### src/hw/bioz_drive_pkg.sv
// Purpose: shared constants, types and decoders for the impedance drive block
// Assumes: 20 MHz core clock, byte-addressed 32-bit register bus
// Notes: frequency figures in Hz, drive levels in microamps

package bioz_drive_pkg;

    // core clock
    localparam int unsigned CLK_PERIOD_NS = 50;
    localparam int unsigned CLK_HZ = 1_000_000_000 / CLK_PERIOD_NS;
    localparam int unsigned PHASE_SLOTS = 32;

    // register byte offsets
    localparam int unsigned ADDR_W = 5;
    localparam logic [ADDR_W-1:0] ADDR_CHAN_CFG = 5'h00;
    localparam logic [ADDR_W-1:0] ADDR_GEN_CFG = 5'h04;
    localparam logic [ADDR_W-1:0] ADDR_STATUS = 5'h08;
    localparam logic [ADDR_W-1:0] ADDR_MASK = 5'h0C;
    localparam logic [ADDR_W-1:0] ADDR_APPLIED = 5'h10;

    // impedance_channel_config fields
    localparam int unsigned CFG_W = 24;
    localparam int unsigned CFG_RATE_BIT = 23;
    localparam int unsigned CFG_DLPF_LSB = 12;
    localparam int unsigned CFG_FCGEN_LSB = 8;
    localparam int unsigned CFG_CGMON_BIT = 7;
    localparam int unsigned CFG_CGMAG_LSB = 4;
    localparam int unsigned CFG_PHOFF_LSB = 0;
    localparam logic [CFG_W-1:0] CFG_RESET = 24'h201800;
    localparam logic [1:0] DLPF_4HZ = 2'h1;
    localparam logic [1:0] DLPF_16HZ = 2'h3;

    // general_config fields
    localparam int unsigned GCFG_W = 3;
    localparam int unsigned GCFG_MSEL_LSB = 0;
    localparam int unsigned GCFG_CHAN_EN_BIT = 2;
    localparam logic [GCFG_W-1:0] GCFG_RESET = 3'h0;

    // status and mask fields
    localparam int unsigned STAT_W = 2;
    localparam int unsigned STAT_ALERT_BIT = 0;
    localparam int unsigned STAT_MAGBAD_BIT = 1;
    localparam logic [STAT_W-1:0] STAT_RESET = 2'h0;

    // master clock and modulation frequencies
    localparam logic [17:0] MASTER_CLOCK_SELECT_32768 = 18'h08000;
    localparam logic [17:0] MASTER_CLOCK_SELECT_32000 = 18'h07D00;
    localparam logic [17:0] MASTER_CLOCK_SELECT_31968 = 18'h07CE0;
    localparam logic [17:0] FREQ_X2_A = 18'h14000;
    localparam logic [17:0] FREQ_X2_B = 18'h13880;
    localparam logic [17:0] FREQ_X1_A = 18'h0A000;
    localparam logic [17:0] FREQ_X1_B = 18'h09C40;
    localparam logic [17:0] FREQ_H_A = 18'h0471C;
    localparam logic [17:0] FREQ_H_B = 18'h04574;

    // drive level per magnitude code, index 0 is off
    localparam logic [7:0][6:0] DRIVE_UA_TBL = {7'h60, 7'h50, 7'h40, 7'h30,
        7'h20, 7'h10, 7'h08, 7'h00};

    typedef enum logic {GEN_OFF = 1'b0, GEN_RUN = 1'b1} gen_state_t;

    function automatic logic [17:0] mod_freq_hz(input logic [1:0] msel,
        input logic [3:0] code);
        logic [17:0] base;
        logic fam_a;
        base = (msel == 2'h0) ? MASTER_CLOCK_SELECT_32768 :
            (msel == 2'h3) ? MASTER_CLOCK_SELECT_31968 : MASTER_CLOCK_SELECT_32000;
        fam_a = (msel == 2'h0) || (msel == 2'h3);
        unique case (code)
            4'h0: mod_freq_hz = base << 2;
            4'h1: mod_freq_hz = fam_a ? FREQ_X2_A : FREQ_X2_B;
            4'h2: mod_freq_hz = fam_a ? FREQ_X1_A : FREQ_X1_B;
            4'h3: mod_freq_hz = fam_a ? FREQ_H_A : FREQ_H_B;
            4'h4, 4'h5, 4'h6, 4'h7, 4'h8, 4'h9:
                mod_freq_hz = base >> (code - 4'h2);
            default: mod_freq_hz = base >> 8;
        endcase
    endfunction

    // phase offset in 11.25 degree slots; coarse codes drop low bits
    function automatic logic [4:0] phase_slots(input logic [3:0] code,
        input logic [3:0] phoff);
        if (code == 4'h0)
            phase_slots = {1'b0, phoff[3:2], 2'h0};
        else if (code == 4'h1)
            phase_slots = {1'b0, phoff[3:1], 1'b0};
        else
            phase_slots = {1'b0, phoff};
    endfunction

    // magnitude ceiling shrinks as the modulation frequency drops
    function automatic logic mag_allowed(input logic [3:0] code,
        input logic [2:0] mag);
        if (code <= 4'h3)
            mag_allowed = 1'b1;
        else if (code == 4'h4)
            mag_allowed = (mag != 3'h7);
        else if (code == 4'h5)
            mag_allowed = (mag <= 3'h3);
        else if (code == 4'h6)
            mag_allowed = (mag <= 3'h2);
        else
            mag_allowed = (mag <= 3'h1);
    endfunction

endpackage

### src/hw/pin_sync.sv
// Purpose: two-stage synchroniser for asynchronous pin levels
// Assumes: inputs are slow levels, not pulses
// Notes: first stage feeds only the second stage

`timescale 1ns/10ps

module pin_sync #(
    parameter int unsigned WIDTH = 2
) (
    // clock and reset
    input wire logic i_clk,
    input wire logic i_rst_n,
    input wire logic i_ce,
    // pins in, synchronised out
    input wire logic [WIDTH-1:0] i_async,
    output logic [WIDTH-1:0] o_sync
);
    typedef struct packed {
        logic [WIDTH-1:0] meta;
        logic [WIDTH-1:0] sync;
    } sync_state_t;

    sync_state_t s;
    sync_state_t next_s;

    always_comb
    begin
        next_s = s;
        next_s.meta = i_async;
        next_s.sync = s.meta;
    end

    always_ff @(posedge i_clk or negedge i_rst_n)
    begin
        if (!i_rst_n)
            s <= '0;
        else if (i_ce)
            s <= next_s;
    end

    assign o_sync = s.sync;
endmodule // pin_sync

### src/hw/modulation_nco.sv
// Purpose: modulation phase generator, 32 slots per period
// Assumes: i_freq_hz * 32 stays below MOD_HZ
// Notes: restarts at slot 0 whenever i_run is low

`timescale 1ns/10ps

module modulation_nco
    import bioz_drive_pkg::*;
#(
    parameter int unsigned MOD_HZ = CLK_HZ,
    parameter int unsigned ACC_W = 25
) (
    // clock and reset
    input wire logic i_clk,
    input wire logic i_rst_n,
    input wire logic i_ce,
    // control
    input wire logic i_run,
    input wire logic [17:0] i_freq_hz,
    // phase out
    output logic [4:0] o_slot,
    output logic o_period_end
);
    localparam logic [ACC_W:0] MOD = (ACC_W+1)'(MOD_HZ);

    typedef struct packed {
        logic [ACC_W-1:0] acc;
        logic [4:0] slot;
    } nco_state_t;

    nco_state_t s;
    nco_state_t next_s;
    logic [ACC_W:0] sum;
    logic wrap;

    always_comb
    begin
        next_s = s;
        sum = {1'b0, s.acc} + (ACC_W+1)'({i_freq_hz, 5'h00});
        wrap = (sum >= MOD);
        if (!i_run)
        begin
            next_s.acc = '0;
            next_s.slot = 5'h00;
        end
        else if (wrap)
        begin
            next_s.acc = ACC_W'(sum - MOD);
            next_s.slot = s.slot + 5'h01;
        end
        else
            next_s.acc = ACC_W'(sum);
    end

    always_ff @(posedge i_clk or negedge i_rst_n)
    begin
        if (!i_rst_n)
            s <= '0;
        else if (i_ce)
            s <= next_s;
    end

    assign o_slot = s.slot;
    assign o_period_end = i_run && wrap && (s.slot == 5'h1F);
endmodule // modulation_nco

### src/hw/bioz_drive_cfg.sv
// Purpose: impedance drive configuration, generator control and monitor
// Assumes: Avalon-MM slave, one-wait-state answer, 20 MHz clock
// Notes: compliance comparator pins are asynchronous and synchronised here

`timescale 1ns/10ps

module bioz_drive_cfg
    import bioz_drive_pkg::*;
(
    // clock and reset
    input wire logic i_clk,
    input wire logic i_rst_n,
    input wire logic i_ce,
    // avalon-mm slave
    input wire logic [ADDR_W-1:0] i_address,
    input wire logic i_read,
    input wire logic i_write,
    input wire logic [31:0] i_writedata,
    input wire logic [3:0] i_byteenable,
    output logic o_waitrequest,
    output logic [31:0] o_readdata,
    // compliance comparators, asynchronous
    input wire logic [1:0] i_compliance_fault,
    // drive outputs
    output logic o_drive_out_pos,
    output logic o_drive_out_pos_oe,
    output logic o_drive_out_neg,
    output logic o_drive_out_neg_oe,
    output logic [6:0] o_drive_current_ua,
    // monitor, filter and interrupt
    output logic o_drive_compliance_monitor_en,
    output logic o_drive_compliance_alert,
    output logic [1:0] o_lowpass_select,
    output logic o_irq
);
    typedef struct packed {
        logic [CFG_W-1:0] cfg;
        logic [GCFG_W-1:0] gcfg;
        logic [STAT_W-1:0] stat;
        logic [STAT_W-1:0] mask;
        logic waitreq;
        logic [31:0] rdata;
        gen_state_t gen;
        logic [3:0] ap_fcgen;
        logic [2:0] ap_mag;
        logic [4:0] ap_slots;
        logic pos;
        logic neg;
        logic oe;
        logic [6:0] ua;
        logic mon_en;
        logic alert;
        logic [1:0] lpf;
        logic irq;
    } state_t;

    localparam state_t S_RESET = '{
        cfg: CFG_RESET,
        gcfg: GCFG_RESET,
        stat: STAT_RESET,
        mask: STAT_RESET,
        waitreq: 1'b1,
        rdata: 32'h00000000,
        gen: GEN_OFF,
        ap_fcgen: 4'h0,
        ap_mag: 3'h0,
        ap_slots: 5'h00,
        pos: 1'b0,
        neg: 1'b1,
        oe: 1'b0,
        ua: 7'h00,
        mon_en: 1'b0,
        alert: 1'b0,
        lpf: DLPF_4HZ,
        irq: 1'b0
    };

    state_t s;
    state_t next_s;

    logic [1:0] fault_sync;
    logic [4:0] nco_slot;
    logic nco_end;
    logic [17:0] freq_hz;

    // config fields as stored, and the effective lowpass code
    logic [3:0] cfg_fcgen;
    logic [2:0] cfg_mag;
    logic [3:0] cfg_phoff;
    logic [1:0] cfg_dlpf;
    logic [1:0] eff_dlpf;
    logic [1:0] msel;
    logic chan_en;

    assign cfg_fcgen = s.cfg[CFG_FCGEN_LSB +: 4];
    assign cfg_mag = s.cfg[CFG_CGMAG_LSB +: 3];
    assign cfg_phoff = s.cfg[CFG_PHOFF_LSB +: 4];
    assign cfg_dlpf = s.cfg[CFG_DLPF_LSB +: 2];
    assign msel = s.gcfg[GCFG_MSEL_LSB +: 2];
    assign chan_en = s.gcfg[GCFG_CHAN_EN_BIT];

    // the slow rate cannot run the 16 Hz filter, fall back to 4 Hz
    assign eff_dlpf = (s.cfg[CFG_RATE_BIT] && cfg_dlpf == DLPF_16HZ) ?
        DLPF_4HZ : cfg_dlpf;

    // rate follows master select live, ratio follows the applied code
    assign freq_hz = mod_freq_hz(msel, s.ap_fcgen);

    pin_sync #(
        .WIDTH(2)
    ) u_fault_sync (
        .i_clk(i_clk),
        .i_rst_n(i_rst_n),
        .i_ce(i_ce),
        .i_async(i_compliance_fault),
        .o_sync(fault_sync)
    );

    modulation_nco #(
        .MOD_HZ(CLK_HZ),
        .ACC_W(25)
    ) u_nco (
        .i_clk(i_clk),
        .i_rst_n(i_rst_n),
        .i_ce(i_ce),
        .i_run(s.gen == GEN_RUN),
        .i_freq_hz(freq_hz),
        .o_slot(nco_slot),
        .o_period_end(nco_end)
    );

    function automatic logic [31:0] merge_be(input logic [31:0] old,
        input logic [31:0] wd, input logic [3:0] be);
        logic [31:0] m;
        m = {{8{be[3]}}, {8{be[2]}}, {8{be[1]}}, {8{be[0]}}};
        merge_be = (old & ~m) | (wd & m);
    endfunction

    always_comb
    begin
        logic [31:0] wmerged;
        logic [4:0] rel;
        logic [STAT_W-1:0] set_ev;
        wmerged = 32'h00000000;
        rel = 5'h00;
        set_ev = '0;
        next_s = s;

        // bus: answer one cycle after the request is seen
        next_s.waitreq = 1'b1;
        if ((i_read || i_write) && s.waitreq)
        begin
            next_s.waitreq = 1'b0;
            next_s.rdata = 32'h00000000;
            if (i_read)
            begin
                unique case (i_address)
                    ADDR_CHAN_CFG:
                    begin
                        next_s.rdata[CFG_W-1:0] = s.cfg;
                        next_s.rdata[CFG_DLPF_LSB +: 2] = eff_dlpf;
                    end
                    ADDR_GEN_CFG:
                        next_s.rdata[GCFG_W-1:0] = s.gcfg;
                    ADDR_STATUS:
                        next_s.rdata[STAT_W-1:0] = s.stat;
                    ADDR_MASK:
                        next_s.rdata[STAT_W-1:0] = s.mask;
                    ADDR_APPLIED:
                        next_s.rdata[12:0] = {s.gen == GEN_RUN, s.ap_slots,
                            s.ap_mag, s.ap_fcgen};
                    default:
                        next_s.rdata = 32'h00000000;
                endcase
            end
        end

        // write takes effect on the edge that sees waitrequest low
        if (i_write && !s.waitreq)
        begin
            unique case (i_address)
                ADDR_CHAN_CFG:
                begin
                    wmerged = merge_be({8'h00, s.cfg}, i_writedata,
                        i_byteenable);
                    next_s.cfg = wmerged[CFG_W-1:0];
                    // flag a magnitude too large for its frequency
                    if (!mag_allowed(wmerged[CFG_FCGEN_LSB +: 4],
                        wmerged[CFG_CGMAG_LSB +: 3]))
                        set_ev[STAT_MAGBAD_BIT] = 1'b1;
                end
                ADDR_GEN_CFG:
                begin
                    wmerged = merge_be({29'h00000000, s.gcfg}, i_writedata,
                        i_byteenable);
                    next_s.gcfg = wmerged[GCFG_W-1:0];
                end
                ADDR_STATUS:
                    if (i_byteenable[0])
                        next_s.stat = s.stat & ~i_writedata[STAT_W-1:0];
                ADDR_MASK:
                    if (i_byteenable[0])
                        next_s.mask = i_writedata[STAT_W-1:0];
                default:
                    next_s.stat = next_s.stat;
            endcase
        end

        // generator: settings are taken only while idle or at period end
        if (s.gen == GEN_OFF || nco_end)
        begin
            next_s.ap_fcgen = cfg_fcgen;
            next_s.ap_mag = cfg_mag;
            next_s.ap_slots = phase_slots(cfg_fcgen, cfg_phoff);
            next_s.gen = (cfg_mag != 3'h0 && chan_en) ? GEN_RUN : GEN_OFF;
        end

        // square drive, shifted by the phase offset in 11.25 degree slots
        rel = nco_slot - s.ap_slots;
        next_s.pos = !rel[4];
        // own flop so the negative pin is not an inverter output
        next_s.neg = rel[4];
        next_s.oe = (s.gen == GEN_RUN);
        next_s.ua = (s.gen == GEN_RUN) ? DRIVE_UA_TBL[s.ap_mag] : 7'h00;

        // compliance monitor
        next_s.mon_en = s.cfg[CFG_CGMON_BIT] && chan_en &&
            (s.gen == GEN_RUN);
        next_s.alert = s.mon_en && (|fault_sync);
        set_ev[STAT_ALERT_BIT] = s.alert;

        // set wins over a same-cycle clear
        next_s.stat = next_s.stat | set_ev;
        next_s.irq = |(next_s.stat & next_s.mask);
        next_s.lpf = eff_dlpf;
    end

    always_ff @(posedge i_clk or negedge i_rst_n)
    begin
        if (!i_rst_n)
            s <= S_RESET;
        else if (i_ce)
            s <= next_s;
    end

    assign o_waitrequest = s.waitreq;
    assign o_readdata = s.rdata;
    assign o_drive_out_pos = s.pos;
    assign o_drive_out_pos_oe = s.oe;
    assign o_drive_out_neg = s.neg;
    assign o_drive_out_neg_oe = s.oe;
    assign o_drive_current_ua = s.ua;
    assign o_drive_compliance_monitor_en = s.mon_en;
    assign o_drive_compliance_alert = s.alert;
    assign o_lowpass_select = s.lpf;
    assign o_irq = s.irq;
endmodule // bioz_drive_cfg

### config.mk
export PLATFORM = sky130hd
export DESIGN_NAME = bioz_drive_cfg
export DESIGN_NICKNAME = d
export VERILOG_FILES = /design/src/hw/bioz_drive_pkg.sv /design/src/hw/pin_sync.sv /design/src/hw/modulation_nco.sv /design/src/hw/bioz_drive_cfg.sv
export SDC_FILE = /design/constraint.sdc
export NUM_CORES = 1
export LEC_CHECK = 0
export BUFFER_PORTS_ARGS = -buffer_cell sky130_fd_sc_hd__buf_2
export CAP_MARGIN = 20
export CORE_UTILIZATION = 40
export DETAILED_ROUTE_END_ITERATION = 8
export GPL_TIMING_DRIVEN = 0
export SLEW_MARGIN = 20
export SYNTH_ARGS = -nofsm -noshare
export SYNTH_HDL_FRONTEND = slang
export SYNTH_HIERARCHICAL = 1
export SYNTH_SLANG_ARGS = --single-unit
### constraint.sdc
create_clock -name i_clk -period 17.8 [get_ports i_clk]
set_clock_uncertainty 0.05 [all_clocks]
set_input_delay 2.67 -clock i_clk [delete_from_list [all_inputs] [get_ports i_clk]]
set_output_delay 2.67 -clock i_clk [all_outputs]
set_load 0.005 [all_outputs]
## Yosys cells after proc, flatten, opt, wreduce, memory -nomap -nowiden

Memory sizes are Yosys's and may differ from the RTL's.
Index checks and enable logic that the tools add are counted.

- ROM bits: 56
- RAM bits: 0
- Register bits after elaboration: 125
- Input bits: 48
- Memories: 1
- Bits in latches: 0

Memory list:

| name | depth | width | read ports | clocked after memory_dff | write ports | line | RTL |
|---|---|---|---|---|---|---|---|
| (name not given) | 8 | 7 | 1 | 0 | 0 | bioz_drive_cfg.sv:224 | `next_s.ua = (s.gen == GEN_RUN) ? DRIVE_UA_TBL[s.ap_mag] : 7'h00;` |

- Multipliers: 0
- Eq/ne operators: 22
- Bitwise gates (word level): 11
- Multiplexer cells: 35
- Reductions and logical operators: 27
- Order comparisons: 6
- Add/subtract/negate cells: 5
- Shift-type cells: 1
- Div/mod/pow operators: 0

Operators by type and width:

| cell | number |
|---|---|
| 18-bit case mux with 5 select lines | 1 |
| 24-bit bitwise AND | 2 |
| 33-bit two-way mux | 1 |
| 30-bit two-way mux | 1 |
| 4-bit by 3-bit equality test with 1-bit output (second input constant) | 7 |
| 25-bit by 23-bit adder with 26-bit output | 1 |
| 26-bit by 25-bit >= comparator with 1-bit output (second input constant) | 1 |
| 25-bit two-way mux | 1 |
| 25-bit subtractor (second input constant) | 1 |
| 24-bit two-way mux | 1 |
| 24-bit inverter | 1 |
| 24-bit OR | 1 |
| 10-bit case mux with 2 select lines | 1 |
| 16-bit by 4-bit >> shifter with 18-bit output | 1 |
| 16-bit two-way mux | 1 |
| 15-bit two-way mux | 1 |
| 14-bit two-way mux | 1 |
| 7-bit two-way mux | 2 |
| 2-bit two-way mux | 6 |
| 1-bit two-way mux | 11 |
| 11-bit two-way mux | 1 |
| 5-bit by 4-bit equality test with 1-bit output (second input constant) | 2 |
| 5-bit equality test (second input constant) | 2 |
| 10-bit two-way mux | 1 |
| other kinds (36) | 58 |

## Longest topological paths before layout

- Word-level depth: 16
- Mapped depth: 26
- Gate-level depth less buffers: 24

## Modules after synthesis

The synthesis kept the hierarchy.

By module, submodules not included:

| module | times used | cells an instance | area each (um2) | sequential area each (um2) |
|---|---|---|---|---|
| bioz_drive_cfg | 1 | 497 | 4939.7 | 2009.4 |
| modulation_nco | 1 | 352 | 2867.8 | 625.6 |
| pin_sync | 1 | 8 | 145.1 | 100.1 |

## Worst setup path after synthesis

OpenSTA, ideal clock, no wires.

- Path kind: register to register
- Start point: register s[25] (netlist bit)
- End point: register s[18] (netlist bit)
- Setup slack: 11850 ps
- Library setup time: 125 ps
- Clock period less this slack: 5950 ps
- Stages on the path, launching flop included: 23
- Buffers on the path: 3
- Arrival time: 5775 ps
- Data required time: 17625 ps
- Path through: dfrtp_1 -> clkbuf_1 -> inv_1 -> ha_1 -> clkbuf_1 -> nand2_1 -> a311oi_1 -> o41ai_1 -> a22o_1 -> ha_1 -> fa_1 -> a21o_1 -> a221oi_4 -> o221ai_1 -> a21oi_1 -> xor2_1 -> a311oi_1 -> nand4b_1 -> nand3_1 -> and3_1 -> o21ai_0 -> clkbuf_1 -> mux2_2

- Cells in the longest elaborated chain, start to end: 9

RTL lines:

| what | line | RTL |
|---|---|---|
| start, declared | bioz_drive_cfg.sv:78 | `state_t s;` |
| start signal, assigned | bioz_drive_cfg.sv:243 | `s <= next_s;` |
| 4-bit by 2-bit subtractor with 4-bit output, or another cell as far along | bioz_drive_pkg.sv:74 | `mod_freq_hz = base >> (code - 4'h2);` |
| 16-bit by 4-bit >> shifter with 18-bit output / 6-bit OR reduction (equally long branches) | bioz_drive_pkg.sv:74, bioz_drive_pkg.sv:68 |  |
| 18-bit case mux with 5 select lines * | bioz_drive_pkg.sv:68 | `unique case (code)` |
| via freq_hz[0] | bioz_drive_cfg.sv:84 | `logic [17:0] freq_hz;` |
| 25-bit by 23-bit adder with 26-bit output * | modulation_nco.sv:39 | `sum = {1'b0, s.acc} + (ACC_W+1)'({i_freq_hz, 5'h00});` |
| 26-bit by 25-bit >= comparator with 1-bit output * | modulation_nco.sv:40 | `wrap = (sum >= MOD);` |
| 1-bit logical AND * (2 in series) | modulation_nco.sv:64 | `assign o_period_end = i_run && wrap && (s.slot == 5'h1F);` |
| via nco_end | bioz_drive_cfg.sv:83 | `logic nco_end;` |
| 1-bit logical OR * | bioz_drive_cfg.sv:210 | `if (s.gen == GEN_OFF \|\| nco_end)` |
| 2-bit AND reduction (no line) * | -- |  |

The timed path passes the listed nets; every way through them passes the cells marked *.
A chain may end at the register's enable or synchronous reset.

## Final worst setup path

- Start point: register s[25] (netlist bit)
- End point: register s[24] (netlist bit)

The elaborated chain is that of the path after synthesis.

==> summary.md <==
| Metric | Value |
|---|---|
| Status | finished clean |
| Hold_ws | 0.431 ns |
| Fillcell total | 1,911 |
| Clk_lat worst skew | around 0.36 ns |
| Arrival @ worst endpoint | 7.96 ns |
| Worst setup margin | 10.02 ns |
| Die ar. | about 0.02 mm^2 |
| Share of the yosys chip area belonging to registers | 34.4% |
| Number of port buffers | 73 |
| Initial antenna violation count | 0 |
| Area contributors post-synth | dfrtp_1 (32%), ha_1 (5.3%), buf_4 (4.4%) |
| Finish-stage setup viols | 0 |
| Met3 wire length | 988 um |
| Initial drt markers | 471 |
| Syn_area_per_cell | 9.28 um^2 |
| Root buffer cell | clkbuf_16 |
| Core Region | 0.0195 mm^2 |
| Post-synth top flop | dfrtp_1 |
| Iteration count of the initial detailed-routing pass | 5 |
| Post-synth ARST share | 100% |
| Die height | around 140 um |
| CP max-delay cell | nor4b_1 |
| Number of max-cap violations | 0 |
| Design area | 0.00904 mm^2 |
| Layout cells sized above 1 | 22.4% |
| Worst min-delay path category | reg -> reg |
| Crit path cell chain | clkbuf_1 -> inv_1 -> ha_1 -> clkbuf_1 -> nand2_1 -> a311oi_1 -> o41ai_1 -> a22o_1 -> ha_1 -> fa_1 -> a21o_1 -> a221oi_4 -> o31ai_1 -> o21ai_0 -> a21oi_1 -> nor4b_1 -> o21a_1 -> nand3_1 -> and3_1 -> o21ai_0 -> clkbuf_1 -> mux2_2 |
| Crit path time final | 7.78 ns |
| I/O pin cnt | 97 |
| Die Wd | about 140 um |
| Final #Nets | 1,035 |
| Total number of vias | 6,761 |
| Synthesis-stage register bit count | 109 |
| TritonCTS Buffers | 9 |
| Cell accounting for the most synthesized area | dfrtp_1 |
| Post-route ant nets | 0 |
| Avg Vias per Cell | 5.53 |
| Num rows | 51 |
| Slew @ Worst Pin | 0.872 ns |
| RSZ-0062 raised after global routing | no |
| Post_cts resized | 0 |
| DP HPWL | 15,600 um |
| Most frequent cells in the layout | dfrtp_1 (103), buf_2 (79), nand2_1 (64), o21ai_0 (50), buf_4 (47) |
| Initial core utilization | 40.9% |
| Headroom to the max-slew limit | 41.4% |
| Total GRT Usage | 20.9% |
| WP data required | roughly 18 ns |
| DR top layer | met4 |
| Setup bufs post-CTS | 0 |
| Total design power | 0.000772 W |
| Post-Syn Instances | approximately 860 |
| Synth Warn # | 6 |
| Pins Over Slew Limit | 0 |
| Buf/Inv on CP | 4 |
| Crit-path max FO | 10 |
| CTS tree | built |
| # hold bufs at CTS | 0 |
| Maximum VDD drop | 0.0000412 V |
| EDFF count, synth | 0 |
| First-pass GRT wire length | 33,500 um |
| Placed Area | ~0.0087 mm^2 |
| Lkg Pwr | 4.18 nW |
| Slowest Stage Delay on Critical Path | roughly 0.64 ns |
| Routed length on met2 | about 9100 um |
| Crit end category | flop |
| Critical path class | reg -> reg |
| H-tree depth | 3 |
| Fmax | 129 MHz |
| Vias in the first global route | 6,290 |
| Area share of the largest cell type after synthesis | 32.4% |
| Area of the multi-input gates | between 0.004 and 0.005 mm^2 |
| Synth-to-layout area growth | 13.7% |
| WL per Instance | 16.9 um |
| Crit-path most repeated cell | clkbuf_1 |
| Delay-heaviest family, CP | compound AO/OA/AOI/OAI gates |
| Yosys cell types | 87 |
| Antenna cells | 0 |
| Global route total overflow | 0 |
| Final WL | roughly 21,000 um |
| Startpoint Class | flop |
| Power density cells | 85.4 mW/mm^2 |
| Final Hold Viols | 0 |
| Worst setup slack after placement | 10.24 ns |
| Post-synthesis cell area | 0.00795 mm^2 |
| Gpl congestion | around 0.93 |
| WL met1 | a little over 10,000 um |
| Largest net degree at the start of global routing | 76 |
| CTS Buffer Depth | 2 |
| DRC violations left | 0 |
| Setup tns final | 0 ns |
| Num Clock Sinks | about 110 |
| FF/Latch Area | approximately 0.0027 mm^2 |
| Period utilization | 43.7% |
| Commonest non-fill, non-tap cell in the layout | dfrtp_1 |
| Worst-path clk slew | 0.07 ns |
where the power goes:
part           switching [W]  internal, W  leakage [nW]
clock              0.0000943     0.000129         0.158
sequential         0.0000142     0.000262          1.46
combinational       0.000170     0.000103          2.57
cell type report:
type                    count  share of cell area, %
inverters                  37                   1.54
clock inverters             4                  0.858
repair buffers             74                   4.41
multi-input cells         626                   50.2
flip-flops and latches    109                   30.2
plain buffers              95                   6.35
well taps                 265                   3.67
clock buffers              12                   2.73
layer usage:
metal / vias up / GRT usage, %
met4: 0 / 7.24
met3: 43 / 3.55
met5: - / 0
met1: 3196 / 29.8
met2: 200 / 31.8
li1: 3322 / -
worst min-delay path: stages, from the launching register on:
cell	delay, ns
dfrtp_1	0.34
nand2_1	0.05
o21ai_0	0.06
metrics by stage:
| stage | utilization, % | cells |
|---|---|---|
| floorplan | - | 867 |
| global placement | 44.6 | 1205 |
| detailed placement | 44.8 | 1206 |
| CTS | 46.5 | 1222 |
| global route | 46.5 | 1222 |
| finish | 46.5 | 1222 |
path summary, 6_finish.rpt:
path / start / endpoint / slack, ns / cells past startpoint
worst max-delay path: s[25]$_DFFE_PN0P_ / s[24]$_DFFE_PN0P_ / 10.02 / 22
min in group asynchronous: i_rst_n / o_readdata[21]$_DFFE_PN0P_ / 2.15 / 1
max in group asynchronous: i_rst_n / o_drive_out_neg$_DFFE_PN1P_ / 14.82 / 2
worst min-delay path: o_readdata[1]$_DFFE_PN0P_ / o_readdata[1]$_DFFE_PN0P_ / 0.43 / 2
worst max register to register: s[25]$_DFFE_PN0P_ / s[24]$_DFFE_PN0P_ / 10.02 / 22
worst min register to register: o_readdata[1]$_DFFE_PN0P_ / o_readdata[1]$_DFFE_PN0P_ / 0.43 / 2
logic make-up (layout without fill, tap and decap cells):
kind of cell               count (synthesis)  after routing  share of synthesized area, %
adders and majority gates                 35             35                          5.60
AOI/OAI and AO/OA                        240            240                          21.1
DFF                                      109            109                          34.4
other                                      1             11                        0.0472
xor gates and xnor gates                  20             20                          2.20
buffers and inverters                    132            222                          8.97
and+or+nand+nor                          246            246                          16.9
muxes                                     74             74                          10.7
state kept, by name, summed over array words and instances, names as in the netlist, 2 cells and up:
| register | flops |
|---|---|
| u_fault_sync/o_sync | 2 |
| o_readdata | 24 |
| cfg_fcgen | 4 |
| u_fault_sync/next_s | 2 |
| o_lowpass_select | 2 |
| s | 26 |
| u_nco/s | 20 |
| u_nco/o_slot | 5 |
| cfg_dlpf | 2 |
| msel | 2 |
| cfg_phoff | 4 |
| cfg_mag | 3 |
| o_drive_current_ua | 4 |
synth_stat cells, drive strengths merged, types with 7 or more instances:
cell type	count
a211oi	7
a21o	10
a21oi	40
a22o	20
a31oi	15
and3	8
buf	64
clkbuf	31
dfrtp	103
ha	34
inv	35
mux2	42
mux2i	32
nand2	67
nand2b	13
nand3	34
nand4	10
nor2	44
nor3	19
o211ai	16
o21ai	55
o221ai	9
o22ai	9
xnor2	9
xor2	11
(Power assumes the default switching activity.)
